File: src/verilog/ifsc_defs.svh
// Overview of operation
// input overvoltage fault limit word, reset D3A0h
// limits and times are two-byte linear words
// policy bits 7:6 select fault action
// fault flags stick until clear-faults command
// retry field zero keeps output off
// retry fields 1..6 give that many restarts
// retry field seven restarts without fault check
// low three bits give delay and retry spacing
// both fault policies reset to 80h
// warnings set other, input, warning bits; notify
// undervoltage fault clears above warning limit
// warning limits reset D34Dh and CA30h
// undervoltage fault limit word, reset CA00h
// power good above threshold, off below UV limit
// power good threshold resets to 0.9 strap voltage
// turn-on delay before rise, reset CA80h
// rise lasts turn-on ramp time, reset D280h
// turn-off delay before fall
// fall lasts turn-off ramp time
// linear word: 5-bit exponent, 11-bit mantissa
`ifndef IFSC_DEFS_SVH
`define IFSC_DEFS_SVH
// command codes
`define IFSC_CMD_VIN_OV_FLT    8'h55
`define IFSC_CMD_VIN_OV_POL    8'h56
`define IFSC_CMD_VIN_OV_WARN   8'h57
`define IFSC_CMD_VIN_UV_WARN   8'h58
`define IFSC_CMD_VIN_UV_FLT    8'h59
`define IFSC_CMD_VIN_UV_POL    8'h5A
`define IFSC_CMD_PGOOD_ON      8'h5E
`define IFSC_CMD_TON_DLY       8'h60
`define IFSC_CMD_TON_RAMP      8'h61
`define IFSC_CMD_TOFF_DLY      8'h64
`define IFSC_CMD_TOFF_RAMP     8'h65
`define IFSC_CMD_CLEAR_FAULTS  8'h03
`define IFSC_CMD_STATUS_WORD   8'h79
`define IFSC_CMD_STATUS_INPUT  8'h7C
// reset values
`define IFSC_RST_VIN_OV_FLT    16'hD3A0
`define IFSC_RST_POLICY        8'h80
`define IFSC_RST_VIN_OV_WARN   16'hD34D
`define IFSC_RST_VIN_UV_WARN   16'hCA30
`define IFSC_RST_VIN_UV_FLT    16'hCA00
`define IFSC_RST_TON_DLY       16'hCA80
`define IFSC_RST_TON_RAMP      16'hD280
`define IFSC_RST_TOFF_DLY      16'hCA80
`define IFSC_RST_TOFF_RAMP     16'hD280
// policy fields
`define IFSC_POL_ACT_HI        7
`define IFSC_POL_ACT_LO        6
`define IFSC_POL_RTY_HI        5
`define IFSC_POL_RTY_LO        3
`define IFSC_POL_TIM_HI        2
`define IFSC_POL_TIM_LO        0
// status word / status input bit positions
`define IFSC_SW_INPUT          13
`define IFSC_SW_PGOOD_N        11
`define IFSC_SW_OFF            6
`define IFSC_SW_VIN_UV         3
`define IFSC_SW_NOTA           0
`define IFSC_SI_OV_FLT         7
`define IFSC_SI_OV_WARN        6
`define IFSC_SI_UV_WARN        5
`define IFSC_SI_UV_FLT         4
// timing: one ms of core_clk at 200 MHz, default one retry unit (ms)
`define IFSC_CLK_MHZ           200
`define IFSC_MS_CYCLES         (`IFSC_CLK_MHZ * 1000)
`define IFSC_FLT_UNIT_MS       1
`endif

File: src/verilog/ifsc_pkg.sv
package ifsc_pkg;
  // fault action selected by policy bits 7:6
  typedef enum logic [1:0] {
    ACT_IGNORE,
    ACT_DLY_RETRY,
    ACT_RETRY,
    ACT_HOLDOFF
  } ifsc_act_e;
  // output sequencer states
  typedef enum logic [2:0] {
    SEQ_OFF,
    SEQ_ON_DLY,
    SEQ_RISE,
    SEQ_ON,
    SEQ_OFF_DLY,
    SEQ_FALL,
    SEQ_FLT_DLY,
    SEQ_RETRY_WAIT
  } ifsc_seq_e;
endpackage

File: src/verilog/ifsc_lin_ticks.sv
`timescale 1ns/1ps
// converts a linear word (ms units) into core_clk cycles
module ifsc_lin_ticks #(
  parameter int MS_CYCLES = 200000
) (
  // linear value in
  input  wire logic [15:0] lin_word,
  // cycle count out, negative values clamped to zero
  output logic      [39:0] cycles
);
  logic signed [4:0]  exp_v;   // signed exponent
  logic signed [10:0] man_v;   // signed mantissa
  logic        [39:0] base;    // mantissa in cycles
  always_comb begin
    exp_v = lin_word[15:11];
    man_v = lin_word[10:0];
    // negative times are meaningless here, so they clamp to zero
    base  = man_v[10] ? 40'h00_0000_0000 : 40'(man_v) * 40'(MS_CYCLES);
    if (exp_v[4]) begin
      cycles = base >> 6'(-exp_v);
    end else begin
      // positive exponents kept small so the product stays in range
      cycles = base << 6'(exp_v[2:0]);
    end
  end
endmodule // ifsc_lin_ticks

File: src/verilog/ifsc_core.sv
`timescale 1ns/1ps
`include "ifsc_defs.svh"
// register bank, input fault policy and output sequencer
module ifsc_core #(
  parameter int        MS_CYCLES   = `IFSC_MS_CYCLES,
  parameter int        UNIT_CYCLES = `IFSC_FLT_UNIT_MS * `IFSC_MS_CYCLES,
  parameter logic [15:0] PG_DEFAULT = 16'h0000
) (
  // clock and reset
  input  wire logic        core_clk,
  input  wire logic        reset,
  // command port from the bus engine
  input  wire logic [7:0]  cmd_code,
  input  wire logic        cmd_write,
  input  wire logic        cmd_read,
  input  wire logic [15:0] cmd_wdata,
  output logic      [15:0] cmd_rdata,
  // pin-strap output setpoint, linear unsigned
  input  wire logic [15:0] strap_vout,
  // monitored levels, same encoding as the limits
  input  wire logic [15:0] vin_level,
  input  wire logic [15:0] vout_level,
  input  wire logic [15:0] vout_uv_limit,
  // enable request
  input  wire logic        run_req,
  // outputs
  output logic             out_enable,
  output logic             ramp_up,
  output logic             ramp_down,
  output logic             power_good,
  output logic             host_alert
);
  typedef struct packed {
    logic [15:0] ov_flt;
    logic [7:0]  ov_pol;
    logic [15:0] ov_warn;
    logic [15:0] uv_warn;
    logic [15:0] uv_flt;
    logic [7:0]  uv_pol;
    logic [15:0] pg_on;
    logic [15:0] ton_dly;
    logic [15:0] ton_ramp;
    logic [15:0] toff_dly;
    logic [15:0] toff_ramp;
    logic [3:0]  sin;        // ov flt, ov warn, uv warn, uv flt
    logic        uv_active;  // latched undervoltage
    logic        pg;
    logic        strap_done;
    ifsc_pkg::ifsc_seq_e seq;
    logic [39:0] cnt;
    logic [2:0]  tries;
    logic        use_ov;     // which policy owns the fault
    logic        alert;
    logic [15:0] rdata;
  } ifsc_state_s;
  ifsc_state_s st_reg;  // registered state
  ifsc_state_s st_next; // next state
  // decoded times
  logic [39:0] t_on_dly;
  logic [39:0] t_on_ramp;
  logic [39:0] t_off_dly;
  logic [39:0] t_off_ramp;
  ifsc_lin_ticks #(.MS_CYCLES(MS_CYCLES)) u_ton_d (
    .lin_word(st_reg.ton_dly), .cycles(t_on_dly));
  ifsc_lin_ticks #(.MS_CYCLES(MS_CYCLES)) u_ton_r (
    .lin_word(st_reg.ton_ramp), .cycles(t_on_ramp));
  ifsc_lin_ticks #(.MS_CYCLES(MS_CYCLES)) u_tof_d (
    .lin_word(st_reg.toff_dly), .cycles(t_off_dly));
  ifsc_lin_ticks #(.MS_CYCLES(MS_CYCLES)) u_tof_r (
    .lin_word(st_reg.toff_ramp), .cycles(t_off_ramp));
  // comparisons; limits are compared as raw words, same scaling assumed
  logic ov_fault;
  logic ov_warn;
  logic uv_warn;
  logic uv_trip;
  logic uv_fault;
  logic fault_now;
  logic sel_ov;      // policy owner for this cycle
  logic [7:0] pol;
  logic [1:0] act;
  logic [2:0] rty;
  logic [39:0] flt_time;
  always_comb begin
    ov_fault  = vin_level > st_reg.ov_flt;
    ov_warn   = vin_level > st_reg.ov_warn;
    uv_warn   = vin_level < st_reg.uv_warn;
    uv_trip   = vin_level < st_reg.uv_flt;
    // hysteresis: held until the input rises above the warning limit
    uv_fault  = uv_trip | (st_reg.uv_active & uv_warn);
    fault_now = ov_fault | uv_fault;
    // a fault acting now picks its own policy at once; the stored owner
    // would still name the previous fault on the first cycle
    sel_ov    = st_reg.use_ov;
    if (uv_fault && st_reg.uv_pol[`IFSC_POL_ACT_HI:`IFSC_POL_ACT_LO] != 2'b00) begin
      sel_ov = 1'b0;
    end
    if (ov_fault && st_reg.ov_pol[`IFSC_POL_ACT_HI:`IFSC_POL_ACT_LO] != 2'b00) begin
      sel_ov = 1'b1;
    end
    pol       = sel_ov ? st_reg.ov_pol : st_reg.uv_pol;
    act       = pol[`IFSC_POL_ACT_HI:`IFSC_POL_ACT_LO];
    rty       = pol[`IFSC_POL_RTY_HI:`IFSC_POL_RTY_LO];
    // count times one unit; unit is UNIT_CYCLES whatever the fault type, same for both inputs
    flt_time  = 40'(pol[`IFSC_POL_TIM_HI:`IFSC_POL_TIM_LO]) * 40'(UNIT_CYCLES);
  end
  // next-state logic: registers, flags, sequencer
  always_comb begin
    logic [3:0] set_bits;
    logic       new_flt;
    set_bits = 4'h0;
    new_flt  = 1'b0;
    st_next  = st_reg;
    // strap caught once after reset release
    if (!st_reg.strap_done) begin
      st_next.pg_on      = 16'((32'(strap_vout) * 32'd9) / 32'd10);
      st_next.strap_done = 1'b1;
    end
    // host writes, word or byte per command
    if (cmd_write) begin
      case (cmd_code)
        `IFSC_CMD_VIN_OV_FLT:  st_next.ov_flt = cmd_wdata;
        `IFSC_CMD_VIN_OV_POL:  st_next.ov_pol = cmd_wdata[7:0];
        `IFSC_CMD_VIN_OV_WARN: st_next.ov_warn = cmd_wdata;
        `IFSC_CMD_VIN_UV_WARN: st_next.uv_warn = cmd_wdata;
        `IFSC_CMD_VIN_UV_FLT:  st_next.uv_flt = cmd_wdata;
        `IFSC_CMD_VIN_UV_POL:  st_next.uv_pol = cmd_wdata[7:0];
        `IFSC_CMD_PGOOD_ON:    st_next.pg_on = cmd_wdata;
        `IFSC_CMD_TON_DLY:     st_next.ton_dly = cmd_wdata;
        `IFSC_CMD_TON_RAMP:    st_next.ton_ramp = cmd_wdata;
        `IFSC_CMD_TOFF_DLY:    st_next.toff_dly = cmd_wdata;
        `IFSC_CMD_TOFF_RAMP:   st_next.toff_ramp = cmd_wdata;
        `IFSC_CMD_CLEAR_FAULTS: begin
          st_next.sin   = 4'h0;
          st_next.alert = 1'b0;
        end
        default: ;
      endcase
    end
    // host reads, answer registered next cycle
    if (cmd_read) begin
      case (cmd_code)
        `IFSC_CMD_VIN_OV_FLT:  st_next.rdata = st_reg.ov_flt;
        `IFSC_CMD_VIN_OV_POL:  st_next.rdata = {8'h00, st_reg.ov_pol};
        `IFSC_CMD_VIN_OV_WARN: st_next.rdata = st_reg.ov_warn;
        `IFSC_CMD_VIN_UV_WARN: st_next.rdata = st_reg.uv_warn;
        `IFSC_CMD_VIN_UV_FLT:  st_next.rdata = st_reg.uv_flt;
        `IFSC_CMD_VIN_UV_POL:  st_next.rdata = {8'h00, st_reg.uv_pol};
        `IFSC_CMD_PGOOD_ON:    st_next.rdata = st_reg.pg_on;
        `IFSC_CMD_TON_DLY:     st_next.rdata = st_reg.ton_dly;
        `IFSC_CMD_TON_RAMP:    st_next.rdata = st_reg.ton_ramp;
        `IFSC_CMD_TOFF_DLY:    st_next.rdata = st_reg.toff_dly;
        `IFSC_CMD_TOFF_RAMP:   st_next.rdata = st_reg.toff_ramp;
        `IFSC_CMD_STATUS_INPUT: st_next.rdata = {8'h00, st_reg.sin, 4'h0};
        `IFSC_CMD_STATUS_WORD: begin
          st_next.rdata = 16'h0000;
          st_next.rdata[`IFSC_SW_INPUT]   = |st_reg.sin;
          st_next.rdata[`IFSC_SW_PGOOD_N] = ~st_reg.pg;
          st_next.rdata[`IFSC_SW_OFF]     = ~out_enable;
          st_next.rdata[`IFSC_SW_VIN_UV]  = st_reg.sin[0];
          st_next.rdata[`IFSC_SW_NOTA]    = st_reg.sin[2] | st_reg.sin[1];
        end
        default: st_next.rdata = 16'h0000;
      endcase
    end
    // sticky input flags; a new event beats a same-cycle clear
    set_bits = {ov_fault, ov_warn, uv_warn, uv_fault};
    if (ov_fault && st_reg.ov_pol[7:6] == 2'b00) begin
      set_bits[3] = 1'b1; // ignore still flags
    end
    // compare against the flags after a clear, so a clear cannot swallow an alert
    if (|(set_bits & ~st_next.sin)) begin
      st_next.alert = 1'b1;
    end
    st_next.sin = st_next.sin | set_bits;
    st_next.uv_active = uv_fault;
    // power good with hysteresis between threshold and UV limit
    if (vout_level > st_reg.pg_on && st_reg.seq == ifsc_pkg::SEQ_ON) begin
      st_next.pg = 1'b1;
    end else if (vout_level < vout_uv_limit || !out_enable) begin
      st_next.pg = 1'b0;
    end
    // which fault takes action this cycle
    if (ov_fault && st_reg.ov_pol[7:6] != 2'b00) begin
      new_flt        = 1'b1;
      st_next.use_ov = 1'b1;
    end else if (uv_fault && st_reg.uv_pol[7:6] != 2'b00) begin
      new_flt        = 1'b1;
      st_next.use_ov = 1'b0;
    end
    // output sequencer
    st_next.cnt = (st_reg.cnt == 40'h00_0000_0000) ? st_reg.cnt : st_reg.cnt - 40'h00_0000_0001;
    case (st_reg.seq)
      ifsc_pkg::SEQ_OFF: begin
        if (run_req && !new_flt) begin
          st_next.seq   = ifsc_pkg::SEQ_ON_DLY;
          st_next.cnt   = t_on_dly;
          st_next.tries = 3'h0;
        end
      end
      ifsc_pkg::SEQ_ON_DLY, ifsc_pkg::SEQ_RISE, ifsc_pkg::SEQ_ON: begin
        if (new_flt) begin
          st_next.seq = ifsc_pkg::SEQ_FLT_DLY;
          // delay-disable waits the count; others act at once
          st_next.cnt = (act == 2'b01) ? flt_time : 40'h00_0000_0000;
        end else if (!run_req) begin
          st_next.seq = ifsc_pkg::SEQ_OFF_DLY;
          st_next.cnt = t_off_dly;
        end else if (st_reg.seq == ifsc_pkg::SEQ_ON_DLY && st_reg.cnt == 40'h00_0000_0000) begin
          st_next.seq = ifsc_pkg::SEQ_RISE;
          st_next.cnt = t_on_ramp;
        end else if (st_reg.seq == ifsc_pkg::SEQ_RISE && st_reg.cnt == 40'h00_0000_0000) begin
          st_next.seq   = ifsc_pkg::SEQ_ON;
          // a start that reaches full output ends the retry series
          st_next.tries = 3'h0;
        end
      end
      ifsc_pkg::SEQ_OFF_DLY: begin
        if (st_reg.cnt == 40'h00_0000_0000) begin
          st_next.seq = ifsc_pkg::SEQ_FALL;
          st_next.cnt = t_off_ramp;
        end
      end
      ifsc_pkg::SEQ_FALL: begin
        if (st_reg.cnt == 40'h00_0000_0000) begin
          st_next.seq = ifsc_pkg::SEQ_OFF;
        end
      end
      ifsc_pkg::SEQ_FLT_DLY: begin
        // fault gone during the delay: keep running
        if (act == 2'b01 && !fault_now && st_reg.cnt != 40'h00_0000_0000) begin
          st_next.seq = ifsc_pkg::SEQ_ON;
        end else if (st_reg.cnt == 40'h00_0000_0000) begin
          st_next.seq = ifsc_pkg::SEQ_RETRY_WAIT;
          st_next.cnt = flt_time;
        end
      end
      ifsc_pkg::SEQ_RETRY_WAIT: begin
        if (!run_req) begin
          st_next.seq = ifsc_pkg::SEQ_OFF;
        end else if (act == 2'b11) begin
          if (!fault_now) begin
            st_next.seq = ifsc_pkg::SEQ_ON_DLY; // hold-off ends
            st_next.cnt = t_on_dly;
          end
        end else if (rty == 3'b000) begin
          st_next.seq = ifsc_pkg::SEQ_RETRY_WAIT; // latched off
        end else if (st_reg.cnt == 40'h00_0000_0000) begin
          if (rty == 3'b111) begin
            st_next.seq = ifsc_pkg::SEQ_ON_DLY; // no fault check
            st_next.cnt = t_on_dly;
          end else if (st_reg.tries < rty && !fault_now) begin
            st_next.seq   = ifsc_pkg::SEQ_ON_DLY;
            st_next.cnt   = t_on_dly;
            st_next.tries = st_reg.tries + 3'h1;
          end else if (st_reg.tries < rty) begin
            st_next.cnt   = flt_time;
            st_next.tries = st_reg.tries + 3'h1; // attempt used
          end
        end
      end
      default: st_next.seq = ifsc_pkg::SEQ_OFF;
    endcase
  end
  // state register
  always_ff @(posedge core_clk or posedge reset) begin
    if (reset) begin
      st_reg            <= '0;
      st_reg.ov_flt     <= `IFSC_RST_VIN_OV_FLT;
      st_reg.ov_pol     <= `IFSC_RST_POLICY;
      st_reg.ov_warn    <= `IFSC_RST_VIN_OV_WARN;
      st_reg.uv_warn    <= `IFSC_RST_VIN_UV_WARN;
      st_reg.uv_flt     <= `IFSC_RST_VIN_UV_FLT;
      st_reg.uv_pol     <= `IFSC_RST_POLICY;
      st_reg.pg_on      <= PG_DEFAULT;
      st_reg.ton_dly    <= `IFSC_RST_TON_DLY;
      st_reg.ton_ramp   <= `IFSC_RST_TON_RAMP;
      st_reg.toff_dly   <= `IFSC_RST_TOFF_DLY;
      st_reg.toff_ramp  <= `IFSC_RST_TOFF_RAMP;
      st_reg.seq        <= ifsc_pkg::SEQ_OFF;
    end else begin
      st_reg <= st_next;
    end
  end
  // outputs
  always_comb begin
    out_enable = st_reg.seq == ifsc_pkg::SEQ_RISE || st_reg.seq == ifsc_pkg::SEQ_ON ||
                 st_reg.seq == ifsc_pkg::SEQ_OFF_DLY || st_reg.seq == ifsc_pkg::SEQ_FALL ||
                 st_reg.seq == ifsc_pkg::SEQ_FLT_DLY;
    ramp_up    = st_reg.seq == ifsc_pkg::SEQ_RISE;
    ramp_down  = st_reg.seq == ifsc_pkg::SEQ_FALL;
    power_good = st_reg.pg;
    host_alert = st_reg.alert;
    cmd_rdata  = st_reg.rdata;
  end
  // checks
  chk_clear_wins_not: assert property (@(posedge core_clk) disable iff (reset)
    (cmd_write && cmd_code == `IFSC_CMD_CLEAR_FAULTS && !ov_warn && !ov_fault && !uv_warn
     && !uv_fault) |=> st_reg.sin == 4'h0)
    else $error("flags not cleared");
  chk_warn_sets_flag: assert property (@(posedge core_clk) disable iff (reset)
    ov_warn |=> st_reg.sin[2] && st_reg.alert)
    else $error("warning not flagged");
  chk_flag_sticky: assert property (@(posedge core_clk) disable iff (reset)
    (st_reg.sin[1] && !(cmd_write && cmd_code == `IFSC_CMD_CLEAR_FAULTS)) |=> st_reg.sin[1])
    else $error("flag dropped");
  chk_no_retry_off: assert property (@(posedge core_clk) disable iff (reset)
    (st_reg.seq == ifsc_pkg::SEQ_RETRY_WAIT && act != 2'b11 && rty == 3'b000 && run_req)
    |=> st_reg.seq == ifsc_pkg::SEQ_RETRY_WAIT)
    else $error("restarted with no retry");
  chk_rise_after_dly: assert property (@(posedge core_clk) disable iff (reset)
    (st_reg.seq == ifsc_pkg::SEQ_ON_DLY && st_reg.cnt != 40'h00_0000_0000)
    |=> st_reg.seq != ifsc_pkg::SEQ_RISE)
    else $error("rise before delay");
  chk_fall_after_dly: assert property (@(posedge core_clk) disable iff (reset)
    $rose(st_reg.seq == ifsc_pkg::SEQ_FALL) |-> $past(st_reg.seq) == ifsc_pkg::SEQ_OFF_DLY)
    else $error("fall without delay");
  chk_pg_drops: assert property (@(posedge core_clk) disable iff (reset)
    (vout_level < vout_uv_limit && !(vout_level > st_reg.pg_on)) |=> !power_good)
    else $error("power good held");
  chk_uv_hyst: assert property (@(posedge core_clk) disable iff (reset)
    (st_reg.uv_active && uv_warn) |=> st_reg.uv_active && st_reg.sin[0])
    else $error("uv released early");
  chk_tries_bound: assert property (@(posedge core_clk) disable iff (reset)
    (rty != 3'b111 && st_reg.seq == ifsc_pkg::SEQ_RETRY_WAIT) |-> st_reg.tries <= rty)
    else $error("too many retries");
endmodule // ifsc_core

File: config.mk
export PLATFORM = sky130hd
export DESIGN_NAME = ifsc_core
export DESIGN_NICKNAME = d
export VERILOG_FILES = /design/src/verilog/ifsc_pkg.sv /design/src/verilog/ifsc_lin_ticks.sv /design/src/verilog/ifsc_core.sv
export VERILOG_INCLUDE_DIRS = /design/src /design/src/verilog
export SDC_FILE = /design/constraint.sdc
export NUM_CORES = 2
export LEC_CHECK = 0
export BUFFER_PORTS_ARGS = -buffer_cell sky130_fd_sc_hd__buf_2
export CORE_ASPECT_RATIO = 1.2
export CORE_MARGIN = 3
export CORE_UTILIZATION = 25
export DETAILED_ROUTE_END_ITERATION = 8
export PLACE_DENSITY = 0.42
export SLEW_MARGIN = 20
export SYNTH_ARGS = -nofsm -noshare
export SYNTH_HDL_FRONTEND = slang
export SYNTH_SLANG_ARGS = --single-unit
File: constraint.sdc
create_clock -name core_clk -period 8.25 [get_ports core_clk]
set_input_delay 1.65 -clock core_clk [delete_from_list [all_inputs] [get_ports core_clk]]
set_output_delay 1.65 -clock core_clk [all_outputs]
set_load 0.01 [all_outputs]
==> run metrics <==
Critical R2R Capture=st_reg[21]$_DFF_PP0_; IO buf count=113; NumNets Final=6054; Core Footprint=155000 um^2; Net Switching=5.46 mW; Critical Path Slowest Stage Cell=or4_4; Die Span X=367 um; gr usage total=21.7%; Pwr per Cell Area=235 nW/um^2; worst setup path end=st_reg[136]$_DFF_PP0_; Netlist cell types=112; pin count of the biggest net entering global routing=130; first-pass GRT wire length=266000 um; Post-synth top flop=dfrtp_1; die area=161000 um^2; Syn Nets=5775; clock slew at reported path FFs=0.06 ns; status=finished, violations left; IO Count=114; Static Leakage=21.1 nW; failing checks=negative setup slack; initial antenna violation count=12; register share of total power=14.2%; final period utilization=105%; first-pass detailed-route iteration total=6; Crit Path Class=primary input to flop; Final GP Congestion=0.986; CTS tree=yes; layout cells sized above 1=19.4%; CTS Sinks=231; final setup skew=0.0299 ns; Synth top area share=14.3%; number of synthesized flops with an enable pin=0; hold path depth=2; initial drt markers=3028; nature of the critical path endpoint=flop; setup TNS=-0.693 ns; logic gate share of total power=72.5%; sequential fraction of the synthesis area=15.0%; Slew HR=24.0%; WL/cell=24.1 um; hold buffers post-CTS=0; max reg flops=213; CTS H-tree lvls=1; Post-DP HPWL=146000 um; Net Sw Frac=50.1%; Yosys reg bits=231; FP Rows=158; max cap viols=0; Crit Reg-Reg Startpoint=st_reg[89]$_DFFE_PP0P_; YS warnings=0; Avg Cell Area, Syn=7.64 um^2; Commonest cells post-synth=nand2_1 (498), inv_1 (461), ha_1 (445), a21oi_1 (444), nor2_1 (429); remaining global-route overflow=0; worst skew pair latency=0.64 ns; Slew Viols, Final=0; clock power share=13.3%; final hold violations=0; FF-to-FF setup slack=0.45 ns; biggest area consumer among synthesized cells=ha_1; die span in y=439 um; clock period minus worst slack=8.63 ns; Starting Density=25.2%; CP startpoint=strap_vout[4]; Root Driver=clkbuf_16; deepest clock path buffer count=3; Routed WL=181000 um; DR vias/cell=5.33; Peak VDD IR=0.274 mV; slew at the pin closest to its max-slew limit=1.13 ns; CP peak stage delay=0.52 ns; top cells by area, synth=ha_1 (14%), dfrtp_1 (12%), fa_1 (6.6%), a21oi_1 (5.7%), mux2_2 (5.1%); Post-synth ARST share=100%; Cells after Synth=5108; Final Setup Violations=2; Remaining DRCs=0; Max Fanout on Critical Path=6; vias in the first global route=39452; f_max=0.116 GHz; RSZ-0062 raised after global routing=yes; Vias=39943; Worst Hold Class=flop to flop; most frequent cell after synthesis=nand2_1; Worst Path Required=8.76 ns; worst setup margin=-0.385 ns; area delta synth->final=19.0%; Pint=5.44 mW; startpoint types=primary input; CP arrival=9.14 ns; Layout Utilization=30.0%; R2R cell count=33; Synth Cell Area=39000 um^2; TritonCTS Buffers=31; Final ANT Viol Nets=0
cell families after synthesis:
family / after synthesis / share of synthesized area, %
fa+ha+maj: 575 / 20.9
simple gates: 1462 / 17.0
buf+inv: 783 / 7.90
flops: 231 / 15.0
compound gates: 1534 / 25.8
other cells: 1 / 0.00961
xor+xnor: 200 / 4.54
mux: 322 / 8.91
metrics by stage:
step | power (mW) | cells | setup WS [ns] | area, um^2 | hold slack, ns
after floorplan | 5.79 | 5108 | -0.492 | 39100 | 0.482
after global placement | 8.66 | 7395 | -1.63 | 44100 | 0.512
after detailed placement | 8.61 | 7395 | -1.59 | 44100 | 0.520
after CTS | 10.6 | 7478 | -0.342 | 45900 | 0.534
after global routing | 11.6 | 7492 | -0.645 | 46400 | 0.555
final | 10.9 | 7495 | -0.385 | 46400 | 0.528
metal layers:
metal / vias to the layer above / track usage (%) / share of wire, %
met5: - / 0 / 0.045
met4: 10 / 9.25 / 5.1
met3: 291 / 1.75 / 3.9
met2: 1120 / 38.5 / 49
met1: 19651 / 26.8 / 42
li1: 18871 / - / -
area by class of cell:
| class | instances | area, um^2 |
|---|---|---|
| Timing Repair Buffer | 555 | 4010 |
| Multi-Input combinational cell | 4094 | 31100 |
| Clock buffer | 41 | 883 |
| Clock inverter | 17 | 188 |
| Antenna cell | 3 | 7.51 |
| Sequential cell | 231 | 5850 |
| Tap cell | 2080 | 2600 |
| Inverter | 474 | 1790 |
| Fill cell | 16872 | 108000 |
worst min-delay path by stage:
| stage | start | to | slack [ns] |
|---|---|---|---|
| 2_1_floorplan | st_reg[19]$_DFFE_PP0P_ | st_reg[19]$_DFFE_PP0P_ | 0.48 |
| 3_3_place_gp | st_reg[192]$_DFFE_PP0P_ | st_reg[192]$_DFFE_PP0P_ | 0.51 |
| 3_5_place_dp | st_reg[163]$_DFFE_PP0P_ | st_reg[163]$_DFFE_PP0P_ | 0.52 |
| 4_1_cts | cmd_rdata[9]$_DFFE_PP0P_ | cmd_rdata[9]$_DFFE_PP0P_ | 0.53 |
| 5_1_grt | st_reg[162]$_DFFE_PP0P_ | st_reg[162]$_DFFE_PP0P_ | 0.55 |
| 6_report | cmd_rdata[9]$_DFFE_PP0P_ | cmd_rdata[9]$_DFFE_PP0P_ | 0.53 |
power by group through the flow:
stage          logic [mW]  registers [mW]  clock network (mW)
5_1_grt              8.53            1.56                1.53
2_1_floorplan        4.36            1.42                   0
4_1_cts              7.56            1.54                1.48
3_5_place_dp         7.05            1.56                   0
3_3_place_gp         7.09            1.56                   0
6_report             7.91            1.55                1.45
cells in the final DEF, fill, tap and decap left out, drive strengths merged, types with 48 or more instances in the layout:
| master | netlist | routed |
|---|---|---|
| ha | 445 | 445 |
| mux2 | 178 | 178 |
| o21ai | 336 | 336 |
| fa | 129 | 129 |
| a211oi | 76 | 76 |
| buf | 70 | 555 |
| nor2 | 433 | 433 |
| nand2 | 498 | 498 |
| dfrtp | 183 | 183 |
| nor3 | 145 | 145 |
| o21bai | 60 | 60 |
| mux2i | 142 | 142 |
| inv | 465 | 468 |
| o22ai | 53 | 53 |
| xnor2 | 165 | 165 |
| a21o | 76 | 76 |
| o211ai | 58 | 58 |
| nand3 | 89 | 89 |
| and3 | 52 | 52 |
| dfstp | 48 | 48 |
| a31oi | 65 | 65 |
| a21oi | 445 | 445 |
critical path: cells and delay by family:
| family | cells | cell delay (ns) |
|---|---|---|
| adder cells (fa/ha/maj) | 3 | 0.74 |
| AO/OA/AOI/OAI | 16 | 3.43 |
| AND/OR/NAND/NOR | 8 | 1.93 |
| multiplexers | 2 | 0.60 |
| buffers and inverters | 6 | 0.79 |
what timing repair did:
action / 4_1_cts / 5_1_grt
pin swaps: 55 / 37
endpoints found under the setup margin: 4 / 21
gates resized for setup: 112 / 69
setup buffers: 27 / 15
(Power assumes the default switching activity.)
